[src/rdflag_pkg.sv]
/*
 * constants, mode type and helper functions for the read-side flag block
 * assumes nothing beyond a simulator or synthesis tool with SystemVerilog
 */
`default_nettype none
package rdflag_pkg;
	// register byte offsets on the apb slave
	localparam logic [7:0]  ADDR_CMD      = 8'h00;
	localparam logic [7:0]  ADDR_AE_OFS   = 8'h04;
	localparam logic [7:0]  ADDR_STATUS   = 8'h08;
	localparam logic [7:0]  ADDR_IRQ_STAT = 8'h0c;
	localparam logic [7:0]  ADDR_IRQ_CLR  = 8'h10;
	localparam logic [7:0]  ADDR_IRQ_EN   = 8'h14;
	// command register layout
	localparam int          CMD_W         = 12;
	localparam logic [11:0] CMD_RESET     = 12'h000;
	localparam int          CMD_AE_SYNC   = 6;
	localparam int          CMD_STRAP_LSB = 6;
	localparam int          CMD_STRAP_MSB = 10;
	localparam logic [4:0]  STRAP_FORCED  = 5'h1f;
	localparam logic [4:0]  STRAP_CLEAR   = 5'h00;
	// interrupt event bits
	localparam int          NUM_EV        = 3;
	localparam int          EV_EMPTY      = 0;
	localparam int          EV_AEMPTY     = 1;
	localparam int          EV_TOKEN      = 2;
	localparam logic [2:0]  IRQ_EN_RESET  = 3'h0;
	// storage depth and almost-empty default
	localparam int          DEPTH_DEF     = 1024;
	localparam int          AE_DEF_DIV    = 8;

	typedef enum logic [1:0] {MODE_ALONE, MODE_MASTER, MODE_SLAVE, MODE_PARALLEL} mode_t;

	// grouping mode from the expansion pins and strap sampled during reset
	function automatic mode_t decode_mode(input logic wx, input logic rx, input logic fl, input logic strap_n);
		if (!strap_n)
			return MODE_PARALLEL;
		else if (!wx && !rx)
			return MODE_ALONE;
		else if (!fl)
			return MODE_MASTER;
		else
			return MODE_SLAVE;
	endfunction

	// offset after reset: one eighth of the storage, less one
	function automatic int ae_default(input int depth);
		return depth / AE_DEF_DIV - 1;
	endfunction
endpackage
`default_nettype wire

[src/ae_flag.sv]
/*
 * almost-empty flag register with compatible and synchronous update modes
 * assumes fill and offset come from flops in the same clock domain
 */
`timescale 1ns/1ps
`default_nettype none
module ae_flag
	import rdflag_pkg::*;
#(
	parameter int AW = 10
)(
	input  wire logic          clk_sys,
	input  wire logic          clear,
	input  wire logic          sync_mode,
	input  wire logic          rd_evt,
	input  wire logic          wr_evt,
	input  wire logic [AW:0]   fill,
	input  wire logic [AW:0]   offset,
	output logic               flag_n
);
	logic low_now;

	// fill below offset plus one means almost empty
	assign low_now = (fill <= offset);

	////////////////////////////////////////////////////////////////
	// falls on read side, rises on write side unless synchronous
	always_ff @(posedge clk_sys) begin
		if (clear) begin
			flag_n <= 1'b0;
		end else if (sync_mode) begin
			if (rd_evt) begin
				flag_n <= !low_now;
			end
		end else if (rd_evt && low_now) begin
			flag_n <= 1'b0;
		end else if (wr_evt && !low_now) begin
			flag_n <= 1'b1;
		end
	end
endmodule
`default_nettype wire

[src/read_token.sv]
/*
 * read token holder for cascaded rings
 * assumes token input is synchronous and pulses low for at least one cycle
 */
`timescale 1ns/1ps
`default_nettype none
module read_token
	import rdflag_pkg::*;
(
	input  wire logic   clk_sys,
	input  wire logic   clear,
	input  wire mode_t  mode,
	input  wire logic   token_in_n,
	input  wire logic   last_read,
	output logic        have_token,
	output logic        token_out_n
);
	logic  in_q;
	logic  got;
	logic  cascaded;

	assign cascaded = (mode == MODE_MASTER) || (mode == MODE_SLAVE);
	// a low-going edge on the ring input hands the token over
	assign got = in_q && !token_in_n;

	////////////////////////////////////////////////////////////////
	// previous level of the ring input
	always_ff @(posedge clk_sys) begin
		if (clear) begin
			in_q <= 1'b1;
		end else begin
			in_q <= token_in_n;
		end
	end

	// one-cycle low pulse after the last location is read
	always_ff @(posedge clk_sys) begin
		if (clear || !cascaded) begin
			token_out_n <= 1'b1;
		end else begin
			token_out_n <= !last_read;
		end
	end

	// master starts holding the token, slaves wait for it
	always_ff @(posedge clk_sys) begin
		if (clear) begin
			have_token <= (mode != MODE_SLAVE);
		end else if (!cascaded) begin
			have_token <= 1'b1;
		end else if (last_read) begin
			have_token <= 1'b0;
		end else if (got) begin
			have_token <= 1'b1;
		end
	end
endmodule
`default_nettype wire

[src/fifo_read_flags.sv]
/*
 * read-side status of a cascadable fifo: empty and almost-empty flags,
 * read pointer, read token and output drive, with an apb register slave
 * assumes write_commit pulses once per stored word from the write side,
 * read_clock_edge marks read-clock rising edges, all pins synchronous
 */
`timescale 1ns/1ps
`default_nettype none
module fifo_read_flags
	import rdflag_pkg::*;
#(
	parameter int DEPTH = DEPTH_DEF
)(
	input  wire logic                      clk_sys,
	input  wire logic                      srst,
	input  wire logic [7:0]                paddr,
	input  wire logic                      psel,
	input  wire logic                      penable,
	input  wire logic                      pwrite,
	input  wire logic [31:0]               pwdata,
	output logic      [31:0]               prdata,
	output logic                           pready,
	output logic                           pslverr,
	input  wire logic                      master_reset_n,
	input  wire logic                      read_clock_edge,
	input  wire logic                      read_enable_n,
	input  wire logic                      read_token_in_or_second_read_enable,
	input  wire logic                      write_token_in_or_second_write_enable,
	input  wire logic                      first_load_or_retransmit,
	input  wire logic                      enhanced_mode_strap_n,
	input  wire logic                      output_enable_n,
	input  wire logic                      write_commit,
	output logic                           almost_empty_flag_n,
	output logic                           empty_flag_n,
	output logic                           read_token_out_n,
	output logic                           read_strobe,
	output logic      [$clog2(DEPTH)-1:0]  read_addr,
	output logic                           data_out_en,
	output logic                           irq
);
	localparam int AW = $clog2(DEPTH);
	localparam logic [AW:0]   AE_RESET = (AW+1)'(ae_default(DEPTH));
	localparam logic [AW:0]   DEPTH_W  = (AW+1)'(DEPTH);
	localparam logic [AW-1:0] LAST_LOC = (AW)'(DEPTH - 1);

	generate
		if (DEPTH != 512 && DEPTH != 1024) begin : g_bad_depth
			$error("fifo_read_flags: DEPTH must be 512 or 1024");
		end
	endgenerate

	////////////////////////////////////////////////////////////////
	// declarations
	logic                in_reset;
	mode_t               mode;
	logic [CMD_W-1:0]    cmd;
	logic [AW:0]         ae_offset;
	logic [AW:0]         wptr;
	logic [AW:0]         rptr;
	logic [AW:0]         fill;
	logic [AW:0]         fill_after;
	logic                full;
	logic                wr_ok;
	logic                second_ok;
	logic                have_token;
	logic                do_read;
	logic                last_read;
	logic                re_q;
	logic                wr_q;
	logic                ef_q;
	logic                ae_q;
	logic [NUM_EV-1:0]   events;
	logic [NUM_EV-1:0]   irq_stat;
	logic [NUM_EV-1:0]   irq_en;
	logic                wr_acc;
	logic                rd_setup;
	logic                mapped;
	logic [31:0]         next_prdata;

	// master reset pin and system reset both restart the fifo
	assign in_reset = srst || !master_reset_n;

	////////////////////////////////////////////////////////////////
	// grouping mode, caught by a clocked process while reset holds
	always_ff @(posedge clk_sys) begin
		if (in_reset) begin
			mode <= decode_mode(write_token_in_or_second_write_enable,
				read_token_in_or_second_read_enable,
				first_load_or_retransmit, enhanced_mode_strap_n);
		end
	end

	////////////////////////////////////////////////////////////////
	// apb decode; the slave answers in the first access cycle
	assign wr_acc   = psel && penable && pready && pwrite;
	assign rd_setup = psel && !penable;

	always_comb begin
		mapped = 1'b1;
		next_prdata = 32'h0000_0000;
		case (paddr)
			ADDR_CMD: begin
				next_prdata[CMD_W-1:0] = cmd;
			end
			ADDR_AE_OFS: begin
				next_prdata[AW:0] = ae_offset;
			end
			ADDR_STATUS: begin
				next_prdata[0] = empty_flag_n;
				next_prdata[1] = almost_empty_flag_n;
				next_prdata[2] = have_token;
				next_prdata[4:3] = mode;
				next_prdata[16 +: AW+1] = fill;
			end
			ADDR_IRQ_STAT: begin
				next_prdata[NUM_EV-1:0] = irq_stat;
			end
			ADDR_IRQ_CLR: begin
				next_prdata = 32'h0000_0000; // write only
			end
			ADDR_IRQ_EN: begin
				next_prdata[NUM_EV-1:0] = irq_en;
			end
			default: begin
				mapped = 1'b0;
			end
		endcase
	end

	// ready and read data are set up during the setup cycle
	always_ff @(posedge clk_sys) begin
		if (srst) begin
			pready  <= 1'b0;
			pslverr <= 1'b0;
			prdata  <= 32'h0000_0000;
		end else begin
			pready  <= rd_setup;
			pslverr <= rd_setup && !mapped;
			prdata  <= rd_setup ? next_prdata : 32'h0000_0000;
		end
	end

	////////////////////////////////////////////////////////////////
	// command register; the strap forces the enhanced bits in reset

	always_ff @(posedge clk_sys) begin
		if (in_reset) begin
			cmd <= CMD_RESET;
			cmd[CMD_STRAP_MSB:CMD_STRAP_LSB] <= enhanced_mode_strap_n ?
				STRAP_CLEAR : STRAP_FORCED;
		end else if (wr_acc && paddr == ADDR_CMD) begin
			cmd <= pwdata[CMD_W-1:0];
		end
	end

	// offset values beyond the storage depth are ignored
	always_ff @(posedge clk_sys) begin
		if (in_reset) begin
			ae_offset <= AE_RESET;
		end else if (wr_acc && paddr == ADDR_AE_OFS &&
			pwdata[31:0] <= 32'(DEPTH)) begin
			ae_offset <= pwdata[AW:0];
		end
	end

	////////////////////////////////////////////////////////////////
	// pointers; the extra top bit tells full from empty
	assign fill       = wptr - rptr;
	assign full       = (fill == DEPTH_W);
	assign wr_ok      = write_commit && !full;
	// the second enable is active low outside cascaded modes
	assign second_ok  = (mode == MODE_MASTER) || (mode == MODE_SLAVE) ||
		!read_token_in_or_second_read_enable;
	assign do_read    = read_clock_edge && !read_enable_n && empty_flag_n &&
		have_token && second_ok;
	assign last_read  = do_read && (rptr[AW-1:0] == LAST_LOC);
	assign fill_after = fill - (AW+1)'(do_read);

	always_ff @(posedge clk_sys) begin
		if (in_reset) begin
			wptr <= '0;
		end else if (wr_ok) begin
			wptr <= wptr + 1'b1;
		end
	end

	always_ff @(posedge clk_sys) begin
		if (in_reset) begin
			rptr <= '0;
		end else if (do_read) begin
			rptr <= rptr + 1'b1;
		end
	end

	assign read_addr = rptr[AW-1:0];

	// read strobe marks the cycle after an accepted read
	always_ff @(posedge clk_sys) begin
		if (in_reset) begin
			read_strobe <= 1'b0;
		end else begin
			read_strobe <= do_read;
		end
	end

	////////////////////////////////////////////////////////////////
	// empty flag, only touched on read-clock edges

	always_ff @(posedge clk_sys) begin
		if (in_reset) begin
			empty_flag_n <= 1'b0;
		end else if (read_clock_edge) begin
			empty_flag_n <= (fill_after != '0);
		end
	end

	////////////////////////////////////////////////////////////////
	// almost-empty flag; events delayed so they line up with fill

	always_ff @(posedge clk_sys) begin
		if (in_reset) begin
			re_q <= 1'b0;
			wr_q <= 1'b0;
		end else begin
			re_q <= read_clock_edge;
			wr_q <= wr_ok;
		end
	end

	ae_flag #(
		.AW (AW)
	) u_ae_flag (
		.clk_sys   (clk_sys),
		.clear     (in_reset),
		.sync_mode (cmd[CMD_AE_SYNC]),
		.rd_evt    (re_q),
		.wr_evt    (wr_q),
		.fill      (fill),
		.offset    (ae_offset),
		.flag_n    (almost_empty_flag_n)
	);

	////////////////////////////////////////////////////////////////
	// read token and output drive

	read_token u_read_token (
		.clk_sys     (clk_sys),
		.clear       (in_reset),
		.mode        (mode),
		.token_in_n  (read_token_in_or_second_read_enable),
		.last_read   (last_read),
		.have_token  (have_token),
		.token_out_n (read_token_out_n)
	);

	// outputs stay off without the token, whatever the enable pin says
	always_ff @(posedge clk_sys) begin
		if (in_reset) begin
			data_out_en <= 1'b0;
		end else begin
			data_out_en <= !output_enable_n && have_token && !last_read;
		end
	end

	////////////////////////////////////////////////////////////////
	// interrupts; a new event beats a clear in the same cycle

	always_ff @(posedge clk_sys) begin
		if (in_reset) begin
			ef_q <= 1'b0;
			ae_q <= 1'b0;
		end else begin
			ef_q <= empty_flag_n;
			ae_q <= almost_empty_flag_n;
		end
	end

	assign events[EV_EMPTY]  = ef_q && !empty_flag_n;
	assign events[EV_AEMPTY] = ae_q && !almost_empty_flag_n;
	assign events[EV_TOKEN]  = !read_token_out_n;

	always_ff @(posedge clk_sys) begin
		if (srst) begin
			irq_stat <= '0;
		end else if (wr_acc && paddr == ADDR_IRQ_CLR) begin
			irq_stat <= (irq_stat & ~pwdata[NUM_EV-1:0]) | events;
		end else begin
			irq_stat <= irq_stat | events;
		end
	end

	always_ff @(posedge clk_sys) begin
		if (srst) begin
			irq_en <= IRQ_EN_RESET;
		end else if (wr_acc && paddr == ADDR_IRQ_EN) begin
			irq_en <= pwdata[NUM_EV-1:0];
		end
	end

	// registered, so the line follows status one cycle late
	always_ff @(posedge clk_sys) begin
		if (srst) begin
			irq <= 1'b0;
		end else begin
			irq <= |(irq_stat & irq_en);
		end
	end

	////////////////////////////////////////////////////////////////
	// checks
	no_read_empty_a: assert property (@(posedge clk_sys) disable iff (srst)
		read_strobe |-> $past(empty_flag_n))
		else $error("read taken while empty flag low");
	ef_edge_a: assert property (@(posedge clk_sys) disable iff (srst)
		(!$stable(empty_flag_n) && !$past(in_reset)) |-> $past(read_clock_edge))
		else $error("empty flag moved without read edge");
	ae_sync_a: assert property (@(posedge clk_sys) disable iff (srst)
		($past(cmd[CMD_AE_SYNC]) && !$past(in_reset) && !$stable(almost_empty_flag_n))
		|-> $past(re_q))
		else $error("synchronous almost-empty moved off read edge");
	ae_fall_a: assert property (@(posedge clk_sys) disable iff (srst)
		($fell(almost_empty_flag_n) && !$past(in_reset)) |-> $past(re_q))
		else $error("almost-empty fell without read edge");
	ae_rise_a: assert property (@(posedge clk_sys) disable iff (srst)
		($rose(almost_empty_flag_n) && !$past(cmd[CMD_AE_SYNC])) |-> $past(wr_q))
		else $error("compatible almost-empty rose without write");
	token_pulse_a: assert property (@(posedge clk_sys) disable iff (srst)
		$fell(read_token_out_n) |=> read_token_out_n)
		else $error("token pulse longer than one cycle");
	alone_token_a: assert property (@(posedge clk_sys) disable iff (srst)
		(mode == MODE_ALONE && !$past(in_reset)) |-> read_token_out_n)
		else $error("standalone token output asserted");
	token_hiz_a: assert property (@(posedge clk_sys) disable iff (srst)
		!read_token_out_n |-> !data_out_en)
		else $error("outputs driven after token pulse");
	reset_flags_a: assert property (@(posedge clk_sys) disable iff (srst)
		$past(in_reset) |-> (!empty_flag_n && !almost_empty_flag_n && fill == '0))
		else $error("flags or pointers not cleared by reset");
	strap_cmd_a: assert property (@(posedge clk_sys) disable iff (srst)
		($past(in_reset) && !$past(enhanced_mode_strap_n))
		|-> cmd[CMD_STRAP_MSB:CMD_STRAP_LSB] == STRAP_FORCED)
		else $error("strap did not force command bits");
	ae_level_a: assert property (@(posedge clk_sys) disable iff (srst)
		($past(cmd[CMD_AE_SYNC]) && $past(re_q) && !$past(in_reset))
		|-> almost_empty_flag_n == ($past(fill) > $past(ae_offset)))
		else $error("almost-empty level wrong after read edge");
endmodule
`default_nettype wire

[config.mk]
export PLATFORM = sky130hd
export DESIGN_NAME = fifo_read_flags
export DESIGN_NICKNAME = d
export VERILOG_FILES = /design/src/rdflag_pkg.sv /design/src/ae_flag.sv /design/src/read_token.sv /design/src/fifo_read_flags.sv
export SDC_FILE = /design/constraint.sdc
export NUM_CORES = 1
export LEC_CHECK = 0
export ABC_AREA = 1
export ABC_CLOCK_PERIOD_IN_PS = 2390
export BUFFER_PORTS_ARGS = -buffer_cell sky130_fd_sc_hd__clkbuf_2
export CORE_AREA = 3 3 103 105
export CTS_CLUSTER_SIZE = 24
export DETAILED_ROUTE_END_ITERATION = 8
export DIE_AREA = 0 0 106 108
export PLACE_DENSITY = 0.83
export SYNTH_ARGS = -nofsm -noshare
export SYNTH_HDL_FRONTEND = slang
export SYNTH_SLANG_ARGS = --single-unit
[constraint.sdc]
create_clock -name clk_sys -period 2.39 [get_ports clk_sys]
set_clock_uncertainty 0.05 [all_clocks]
set_input_delay 0.1195 -clock clk_sys [delete_from_list [all_inputs] [get_ports clk_sys]]
set_output_delay 0.1195 -clock clk_sys [all_outputs]
set_load 0.02 [all_outputs]
## Word level (Yosys, flattened, before mapping)

Index checks and enable logic that the tools add are counted.

| storage, ports and cells | value |
|---|---|
| memory bits (writable) | 0 |
| memories kept | 0 |
| bits in read-only memories | 0 |
| output and inout bits | 50 |
| register bits after elaboration | 99 |
| latch bits | 0 |

| cells by class | value |
|---|---|
| bitwise logic cells | 8 |
| add/sub/neg operators | 4 |
| multiply operators | 0 |
| equality and inequality tests | 12 |
| divide/modulo/power cells | 0 |
| order comparisons | 2 |
| reduce and logical (&&, ||, !) cells | 52 |
| muxes and demuxes | 18 |
| shift-type cells | 0 |

Operators with widths:

| operator | count |
|---|---|
| less-or-equal comparator 32 x 11 -> 1 bit, second input constant | 1 |
| logical AND 1 bit | 24 |
| adder 11 x 1 -> 11 bit, second input constant | 2 |
| two-way mux 11 bit | 2 |
| == test 8 x 4 -> 1 bit, second input constant | 2 |
| == test 8 x 5 -> 1 bit, second input constant | 2 |
| one-hot mux 3 bit (5 select lines) | 1 |
| zero test 1 bit | 14 |
| one-hot mux 6 bit (2 select lines) | 1 |
| == test 11 bit, second input constant | 1 |
| less-or-equal comparator 11 bit | 1 |
| nonzero test 11 bit | 1 |
| subtractor 11 x 1 -> 11 bit | 1 |
| subtractor 11 bit | 1 |
| == test 10 bit, second input constant | 1 |
| two-way mux 1 bit | 9 |
| OR reduction 3 bit | 3 |
| == test 8 x 3 -> 1 bit, second input constant | 1 |
| zero test 8 bit | 1 |
| bitwise AND 3 bit | 2 |
| OR 3 bit | 2 |
| one-hot mux 2 bit (3 select lines) | 1 |
| OR reduction 6 bit | 1 |
| two-way mux 5 bit | 1 |
| 14 further kinds | 20 |

## Depth between registers and ports, before layout

Gate-level depths: netlist (run 1).

| depth | value |
|---|---|
| depth in word-level cells | 9 |
| mapped depth | 17 |
| depth with buffers taken out | 17 |

## By module

Synthesis (run 1) repeated with hierarchy kept, for this count alone.

| unflattened totals | value |
|---|---|
| cells, all modules | 699 |
| area, all modules | 4,931.0 sq um |

Modules (own cells, without submodules):

| module | times used | cells an instance | area each (sq um) |
|---|---|---|---|
| fifo_read_flags | 1 | 614 | 4,405.5 |
| ae_flag | 1 | 67 | 386.6 |
| read_token | 1 | 18 | 138.9 |

## Worst setup path after synthesis (run 1)

OpenSTA, ideal clock, no wires.

| timing path | value |
|---|---|
| path type | flip-flop to flip-flop |
| start point | register wptr[0] |
| end point | register u_ae_flag.flag_n |
| setup slack | -0.257 ns |
| stages on the path, launching flop included | 17 |
| path buffers | 0 |
| data arrival time | 2.527 ns |
| library setup time | 0.070 ns |
| clock period less this slack | 2.647 ns |
| path through | dfxtp_1 -> inv_1 -> ha_1 -> fa_1 -> inv_1 -> nand3_1 -> nand2_1 -> xnor2_1 -> inv_1 -> ha_1 -> a21oi_1 -> o21ai_0 -> a21oi_1 -> o21a_1 -> o21ai_0 -> nand2_1 -> a21oi_1 |

| between the ends | value |
|---|---|
| cells in the longest elaborated chain, start to end | 6 |

Ends and longest elaborated chain:

| item | line | source |
|---|---|---|
| from (decl) | fifo_read_flags.sv:58 | `logic [AW:0] wptr;` |
| from (signal assigned) | fifo_read_flags.sv:183 | `wptr <= wptr + 1'b1;` |
| subtractor 11 bit * | fifo_read_flags.sv:168 | `assign fill = wptr - rptr;` |
| named net fill[4] | fifo_read_flags.sv:60 | `logic [AW:0] fill;` |
| less-or-equal comparator 11 bit * | ae_flag.sv:24 | `assign low_now = (fill <= offset);` |
| zero test 1 bit | ae_flag.sv:33, ae_flag.sv:37 |  |
| logical AND 1 bit | ae_flag.sv:37 | `end else if (wr_evt && !low_now) begin` |
| nonzero test 3 bit (no line) | - |  |
| AND reduction 2 bit (no line) | - |  |
| to (signal assigned) | ae_flag.sv:33 | `flag_n <= !low_now;` |
| to (decl) | ae_flag.sv:19 | `output logic flag_n` |

The timed path passes the listed nets; every way through them passes the cells marked *. The select of a mux whose other input is x is not followed.
A chain may end at the register's enable or synchronous reset.

## Worst setup path in the final report (run 1)

Ends and elaborated chain as after synthesis.

==> results of run 1 <==
logic make-up (layout without fill, tap and decap cells):
logic type / after synthesis / count (layout) / share of synthesized area
flops: 90 / 90 / 0.389
fa+ha+maj: 26 / 26 / 0.0689
buf+inv: 125 / 275 / 0.118
other cells: 1 / 9 / 0.000776
xor+xnor: 12 / 12 / 0.0233
simple gates: 297 / 297 / 0.278
mux: 1 / 1 / 0.00233
compound gates: 105 / 105 / 0.120
report_power, final:
part           internal, mW  switching (mW)
logic                 0.103           0.151
registers              1.54          0.0113
clock network         0.525           0.578
total                  2.17           0.740
per-stage QoR:
| step | TNS [ps] | power [mW] | hold WS (ps) |
|---|---|---|---|
| 2_1_floorplan | 0 | 1.72 | 148 |
| 3_3_place_gp | -8.76 | 1.81 | 253 |
| 3_5_place_dp | -71.9 | 1.81 | 254 |
| 4_1_cts | -84.1 | 2.91 | 4.76 |
| 5_1_grt | -790 | 3.00 | 23.4 |
| 6_report | -91.2 | 2.91 | 15.0 |
routing by layer:
metal	wire (µm)	up-vias	share of wire	global-route usage
met3	884	26	0.068	0.0412
met2	6620	185	0.51	0.414
met5	0	-	0	0
met4	259	0	0.020	0.0768
met1	5280	2236	0.40	0.253
li1	-	2418	-	-
worst register-to-register path: cells and delay by family (launching register included):
family	cells	cell delay (ps)
flops	1	350
xor+xnor	1	140
simple gates	5	390
fa+ha+maj	3	820
compound gates	4	470
buf+inv	3	220
cells in the final DEF, fill, tap and decap left out, drive strengths merged, types with 7 or more instances in the layout:
master       instances
nand2              153
clkbuf             104
inv                 96
dfxtp               82
nor2                60
buf                 58
a21oi               55
nand3               44
o21ai               30
ha                  25
nand4               16
dlygate4sd3         14
nor3                12
conb                 9
o211ai               8
edfxtp               8
xnor2                7
worst max path at each step:
stage                             endpoint  slack, ps  depth (start not counted)
after floorplan           u_ae_flag.flag_n          3                         16
after global placement    u_ae_flag.flag_n         -9                         16
after detailed placement  u_ae_flag.flag_n        -70                         16
after CTS                 u_ae_flag.flag_n        -80                         16
after global routing      u_ae_flag.flag_n       -240                         16
final                     u_ae_flag.flag_n        -90                         16
repair_timing:
item | 4_1_cts | 5_1_grt
pin swaps | 1 | 9
resized for setup | 4 | 43
endpoints found under the hold margin | 19 | 0
buffers inserted | 0 | 2
hold buffers | 14 | 0
setup endpoints to repair | 1 | 15
sequential cells by signal (all words and copies together) (netlist names), 2 cells and up:
register / count
ae_offset: 11
cmd: 12
irq_en: 3
irq_stat: 3
mode: 2
prdata: 23
rptr: 11
wptr: 11
final cells by class:
class                      instances  area, µm²
clock buffer                      10        138
clock inverter                     6       72.6
fill                             821       3420
inverter                          93        349
multi-input combinational        450       2640
sequential                        90       1880
tap                              133        166
timing repair buffer             166       1060
==> impl_metrics.yaml, run 1 <==
yosys:
  post-synth-top-area-cell: "dfxtp_1"
  yosysMostFrequentCell: "nand2_1"
  synth_cells: 657
  syn_area_um2: 4830
  yosys_warnings: 0
  dominantRegCellSynth: "dfxtp_1"
  yosysSeqAreaShare: 0.389
  synth_area_leaders: "dfxtp_1 34%, nand2_1 11%, inv_1 7.1%, ha_1 6.5%, a21oi_1 5.7%"
  synth.avg_cell_area_um2: 7.36
  ys_async_sr_fraction: 0
  synth-seq-cells: 90
  synth_top_cell_area_share: 0.340
  ys_types: 45
  synthTopCellsByCount: "143 x nand2_1, 91 x inv_1, 82 x dfxtp_1, 57 x nor2_1, 55 x a21oi_1"
  synth_enable_flop_cells: 8
setup_path:
  r2r-end: "u_ae_flag.flag_n"
  rrSetupSlack_ps: -90
  cpPeakStageDelay_ps: 370
  r2r_start: "wptr[0]"
  worstSetupEndpointType: "flip-flop"
  path_delay_family: "adder cells"
  r2r_cells: 16
  cpMaxStageDelayCell: "fa_2"
  start_kind: "flip-flop"
  cp.arrival_ps: 2740
  crit_start: "wptr[0]"
  crit_fanout: 3
  required_ps: 2650
  cp_cell_sequence: "inv_2 > ha_4 > fa_2 > inv_2 > nand3_2 > nand2_2 > xnor2_2 > inv_1 > ha_1 > nand2_1 > nor2_1 > a21oi_1 > o21a_1 > o21ai_1 > nand2_1 > a21oi_1"
  critical_path_class: "flip-flop to flip-flop"
  worst-path-buf-inv: 3
sta:
  maxSlewViolCount: 0
  rsz0062_at_grt: "yes"
  hold_viol_final: 0
  setup_viol: 1
  worst_slack_ps: -91.2
  final.min_clock_period_ps: 2480
  max_freq_mhz: 403
  slew_headroom: 0.641
  tightestPinTransition_ps: 534
  finalCritPeriodShare: 1.04
final_layout:
  syn_to_final_growth_pct: 30.4
  final_nets: 890
  fin_area_um2: 6300
  drive_gt1_frac: 0.298
  layout.cells.non_filler: 948
  fin_util: 0.648
  antenna_cells: 0
grt:
  grt_usage: 0.222
  antenna_found_initial: 0
  grt_pass1_wl_um: 20600
  grt_max_degree: 27
  gr-total-overflow: 0
  grt_pass1_vias: 4647
power_and_ir_drop:
  leakage_nw: 3.02
  vdd_drop_max_mv: 0.354
  power_density_nw_per_um2: 462
die:
  die_h_um: 108
  ioPinCount: 104
  die_x_um: 106
  start_util: 0.497
  core_region_area_um2: 9730
  fp-row-count: 36
  dieArea_um2: 11400
clock_tree:
  cts-root-buf: "clkbuf_8"
  htreeDepth: 3
  cts_tree: "yes"
  clkSlewWorstSetupHoldPaths_ps: 90
  clock-sinks: 90
  cts_made_buffers: 9
  ctsLongestPathBuffers: 2
  insertion_delay_ps: 370
placed_design:
  dp_hpwl_um: 9760
  placed_area_um2: 5730
  place_congestion: 0.895
  portBuffers: 94
  dp_cells: 916
  dp_slack_ps: -71.9
route:
  drt_iter0_markers: 212
  ant_nets: 0
  post_drt_wl_per_cell_um: 13.8
  route.detailed.drc: 0
  routed_via_density: 5.13
  firstDrtPassIters: 8
  vias: 4865
  drt-total-wl_um: 13000
min_path:
  hp-class: "primary input to flip-flop"
  holdPathStages: 3
  hold_end: "ae_offset[2]"
  hold_start: "pwdata[2]"
outcome:
  status: "finished, violations left"
  violations: "setup timing"
job:
  cap_violations: 0
Power figures use the tool's default switching activity.
==> run 2: changes to the inputs <==
Settings changed: PLACE_DENSITY 0.83 to 0.76.
==> impl_metrics.yaml, run 2 (synthesis results as in run 1) <==
outcome:
  status: "finished, violations left"
  violations: "setup timing"
route:
  routed_via_density: 5.17
  firstDrtPassIters: 5
  ant_nets: 0
  drt_iter0_markers: 224
  drt-total-wl_um: 13800
  route.detailed.drc: 0
  post_drt_wl_per_cell_um: 14.6
  vias: 4900
sta:
  setup_tns_ps: -123
  worst_slack_ps: -123
  maxSlewViolCount: 0
  slew_headroom: 0.473
  hold_viol_final: 0
  final.min_clock_period_ps: 2510
  finalCritPeriodShare: 1.05
  max_freq_mhz: 398
  tightestPinTransition_ps: 783
  setup_viol: 1
  rsz0062_at_grt: "yes"
setup_path:
  r2r-end: "u_ae_flag.flag_n"
  crit_fanout: 3
  rrSetupSlack_ps: -120
  worstSetupEndpointType: "flip-flop"
  cpMaxStageDelayCell: "fa_2"
  critical_path_class: "flip-flop to flip-flop"
  r2r_cells: 16
  cpMostUsedCell: "inv_2"
  r2r_start: "wptr[0]"
  required_ps: 2660
  cp.arrival_ps: 2780
  start_kind: "flip-flop"
  cp_cell_sequence: "inv_2 > ha_4 > fa_2 > inv_2 > nand3_2 > nand2_2 > xnor2_2 > inv_2 > ha_4 > nand2_4 > nor2_2 > a21oi_1 > o21a_1 > o21ai_1 > nand2_1 > a21oi_1"
  cpPeakStageDelay_ps: 370
job:
  cap_violations: 0
clock_tree:
  cts_tree: "yes"
  cts_made_buffers: 9
  clock-sinks: 90
  htreeDepth: 3
  ctsLongestPathBuffers: 2
  insertion_delay_ps: 380
  clkSlewWorstSetupHoldPaths_ps: 90
  cts-root-buf: "clkbuf_8"
final_layout:
  largest_reg_flops: 23
  final_common_cell: "nand2_1"
  regMostFlops: "prdata"
  reg.largest.list: "prdata: 23 flops, cmd: 12 flops"
  layout_common_cells: "136 x nand2_1, 94 x clkbuf_2, 85 x inv_1"
  antenna_cells: 0
  fin_util: 0.657
  syn_to_final_growth_pct: 32.2
  final_nets: 891
  drive_gt1_frac: 0.303
placed_design:
  place_congestion: 0.964
  dp_slack_ps: -233
  dp_hpwl_um: 10200
  portBuffers: 94
grt:
  grt_pass1_vias: 4859
  gr-total-overflow: 0
  grt_usage: 0.240
  antenna_found_initial: 0
  grt_max_degree: 27
  grt_pass1_wl_um: 22100
min_path:
  holdPathStages: 2
  hold_start: "enhanced_mode_strap_n"
  hold_end: "mode[1]"
  hp-class: "primary input to flip-flop"
die:
  core_region_area_um2: 9730
  dieArea_um2: 11400
  die_h_um: 108
  die_x_um: 106
  start_util: 0.497
  ioPinCount: 104
  fp-row-count: 36
power_and_ir_drop:
  power_mw: 2.98
  leakage_nw: 3.03
  vdd_drop_max_mv: 0.338
  power_density_nw_per_um2: 466
-- run 2: cell types whose count changed in the layout (fill, tap and decap cells not counted), sizes merged --
cell         change
buf              +3
clkinvlp         -1
clkinv           +1
inv              -2
clkbuf           +2
dlygate4sd3      -3
-- run 2: stage by stage --
step | instances | cell area (µm²) | hold slack [ps]
after global placement | 916 | 5750 | 239
after global routing | 948 | 6390 | 5.51
final | 948 | 6390 | 4.86
after floorplan | 665 | 4890 | 148
after detailed placement | 916 | 5750 | 245
after CTS | 947 | 6220 | 8.37
-- run 2: power by group --
part           internal, mW  total (mW)  switching (mW)  leakage (nW)
registers              1.54        1.55          0.0114         0.745
logic                 0.109       0.261           0.153          2.17
clock network         0.578        1.16           0.586         0.111
-- run 2: timing repair --
| action | CTS | global route |
|---|---|---|
| resized for setup | 19 | 29 |
| setup endpoints to repair | 1 | 13 |
| gates cloned | 0 | 1 |
| hold buffers | 11 | 0 |
| pin swaps | 10 | 3 |
| endpoints found under the hold margin | 16 | 0 |
| buffers inserted | 5 | 0 |
-- run 2: worst max path at each step --
| stage | start | end | slack (ps) | depth (start not counted) |
|---|---|---|---|---|
| floorplan | wptr[0] | u_ae_flag.flag_n | 3 | 16 |
| global placement | rptr[8] | u_ae_flag.flag_n | -100 | 15 |
| detailed placement | rptr[8] | u_ae_flag.flag_n | -230 | 15 |
| CTS | wptr[0] | u_ae_flag.flag_n | -90 | 16 |
| global route | rptr[5] | u_ae_flag.flag_n | -200 | 16 |
| finish | wptr[0] | u_ae_flag.flag_n | -120 | 16 |
-- run 2: final cells by class --
type / count / area (µm²)
multi-input cells: 450 / 2680
well taps: 133 / 166
clock inverters: 4 / 56.3
flip-flops and latches: 90 / 1890
clock buffers: 11 / 163
fillers: 803 / 3340
repair buffers: 167 / 1080
inverters: 93 / 349
-- run 2: per-layer routing --
metal | wire, µm | track usage
met5 | 0 | 0
met4 | 397 | 0.113
met3 | 894 | 0.0334
met2 | 6940 | 0.440
met1 | 5600 | 0.277
-- run 2: worst max-delay path, delay by kind of cell, from the launching register on --
family	cells	cell delay, ps
adders and majority gates	3	810
AOI/OAI and AO/OA	4	490
and+or+nand+nor	5	410
DFF	1	340
buffers and inverters	3	220
xor gates and xnor gates	1	120
==> run 3: changes to the inputs <==
Settings changed: BUFFER_PORTS_ARGS -buffer_cell sky130_fd_sc_hd__clkbuf_2 to -buffer_cell sky130_fd_sc_hd__buf_2, CTS_CLUSTER_DIAMETER from default to 50, RECOVER_POWER from default to 50.
==> impl_metrics.yaml, run 3 (synthesis results as in run 1) <==
sta:
  hold_viol_final: 0
  tightestPinTransition_ps: 746
  whs_ps: 11.4
  rsz0062_at_grt: "yes"
  maxSlewViolCount: 0
  final.min_clock_period_ps: 2540
  worst_slack_ps: -149
  slew_headroom: 0.502
  max_freq_mhz: 394
  finalCritPeriodShare: 1.06
  setup_viol: 5
route:
  drt_iter0_markers: 215
  vias: 4911
  firstDrtPassIters: 5
  ant_nets: 0
  post_drt_wl_per_cell_um: 14.3
  route.detailed.drc: 0
  drt-total-wl_um: 13600
  routed_via_density: 5.16
setup_path:
  r2r_cells: 16
  crit_fanout: 3
  cp.arrival_ps: 2810
  rrSetupSlack_ps: -150
  critical_path_class: "flip-flop to flip-flop"
  r2r-end: "u_ae_flag.flag_n"
  r2r_start: "wptr[0]"
  start_kind: "flip-flop"
  worstSetupEndpointType: "flip-flop"
  required_ps: 2660
die:
  fp-row-count: 36
  die_x_um: 106
  die_h_um: 108
  dieArea_um2: 11400
  start_util: 0.497
  core_region_area_um2: 9730
  ioPinCount: 104
placed_design:
  place_congestion: 0.962
  portBuffers: 94
  dp_hpwl_um: 10000
clock_tree:
  cts_made_buffers: 9
  ctsLongestPathBuffers: 2
  cts_tree: "yes"
  insertion_delay_ps: 380
  clock-sinks: 90
  clkSlewWorstSetupHoldPaths_ps: 100
  cts-root-buf: "clkbuf_8"
  htreeDepth: 3
grt:
  gr-total-overflow: 0
  grt_max_degree: 27
  busiest_layer: "met2"
  use_met2: 0.413
  grt_pass1_wl_um: 21000
  antenna_found_initial: 0
  grtUsageMet1: 0.267
  grt_usage: 0.229
  grt_use_met3: 0.0436
  grt_pass1_vias: 4749
final_layout:
  antenna_cells: 0
  largest_reg_flops: 23
  layout_common_cells: "127 x nand2_1, 88 x inv_1, 79 x dfxtp_1"
  drive_gt1_frac: 0.263
  final_common_cell: "nand2_1"
  fill_cells: 856
  reg.largest.list: "prdata: 23 flops, cmd: 12 flops"
  syn_to_final_growth_pct: 32.3
  final_nets: 893
  regMostFlops: "prdata"
power_and_ir_drop:
  leakage_nw: 2.94
  power_density_nw_per_um2: 458
  vdd_drop_max_mv: 0.238
  power_mw: 2.93
job:
  cap_violations: 0
outcome:
  violations: "setup timing"
  status: "finished, violations left"
min_path:
  holdPathStages: 3
  hp-class: "primary input to flip-flop"
  hold_start: "pwdata[8]"
  hold_end: "ae_offset[8]"
-- run 3: worst max path at each step --
stage	end	startpoint	cells after the start	slack [ps]
final	u_ae_flag.flag_n	wptr[0]	16	-150
after floorplan	u_ae_flag.flag_n	wptr[0]	16	3
after detailed placement	u_ae_flag.flag_n	rptr[8]	15	-120
after global routing	u_ae_flag.flag_n	rptr[4]	17	-300
after CTS	u_ae_flag.flag_n	wptr[0]	16	-110
after global placement	u_ae_flag.flag_n	rptr[8]	15	-80
-- run 3: report_power, final --
group	internal [mW]	leakage [nW]	total [mW]	switching (mW)
registers	1.54	0.744	1.55	0.0112
logic	0.112	2.09	0.272	0.160
clock network	0.496	0.111	1.10	0.605
total	2.15	2.94	2.93	0.776
-- run 3: final cells by class --
| cell class | count | area (µm²) | share of cell area |
|---|---|---|---|
| multi-input cells | 450 | 2730 | 0.427 |
| repair buffers | 169 | 1050 | 0.164 |
| flip-flops and latches | 90 | 1890 | 0.295 |
| inverters | 93 | 349 | 0.0546 |
| well taps | 133 | 166 | 0.0260 |
| clock inverters | 5 | 48.8 | 0.00763 |
| clock buffers | 11 | 163 | 0.0254 |
-- run 3: metal layers --
metal  vias to the layer above  wire (µm)
li1                       2432          -
met1                      2272       5660
met2                       174       6910
met3                        33        730
met4                         0        346
met5                         -          0
-- run 3: critical path, stage by stage, from the launching register on --
cell     delay, ps
dfxtp_2        350
inv_2           50
ha_4           160
fa_2           370
inv_2          100
nand3_2         60
nand2_2        110
xnor2_2        130
inv_1           90
ha_4           280
nand2_2         60
nor2_1          90
a21oi_1         70
o21a_1         180
o21ai_1        120
nand2_1         80
a21oi_2        120
-- run 3: timing repair --
item	4_1_cts	5_1_grt
cloned	0	2
pin swaps	3	12
setup endpoints to repair	1	12
hold buffers	13	0
hold endpoints to repair	19	0
gates resized for setup	11	51
setup buffers	1	2
-- run 3: metrics by stage --
| step | util | instances | setup WS, ps | TNS, ps | instance area, µm² |
|---|---|---|---|---|---|
| finish | 0.657 | 951 | -149 | -194 | 6390 |
| floorplan | - | 665 | 3.05 | 0 | 4890 |
| CTS | 0.634 | 947 | -105 | -105 | 6170 |
| detailed placement | 0.591 | 917 | -123 | -123 | 5750 |
| global route | 0.657 | 951 | -296 | -1440 | 6390 |
| global placement | 0.591 | 917 | -76.8 | -76.8 | 5750 |
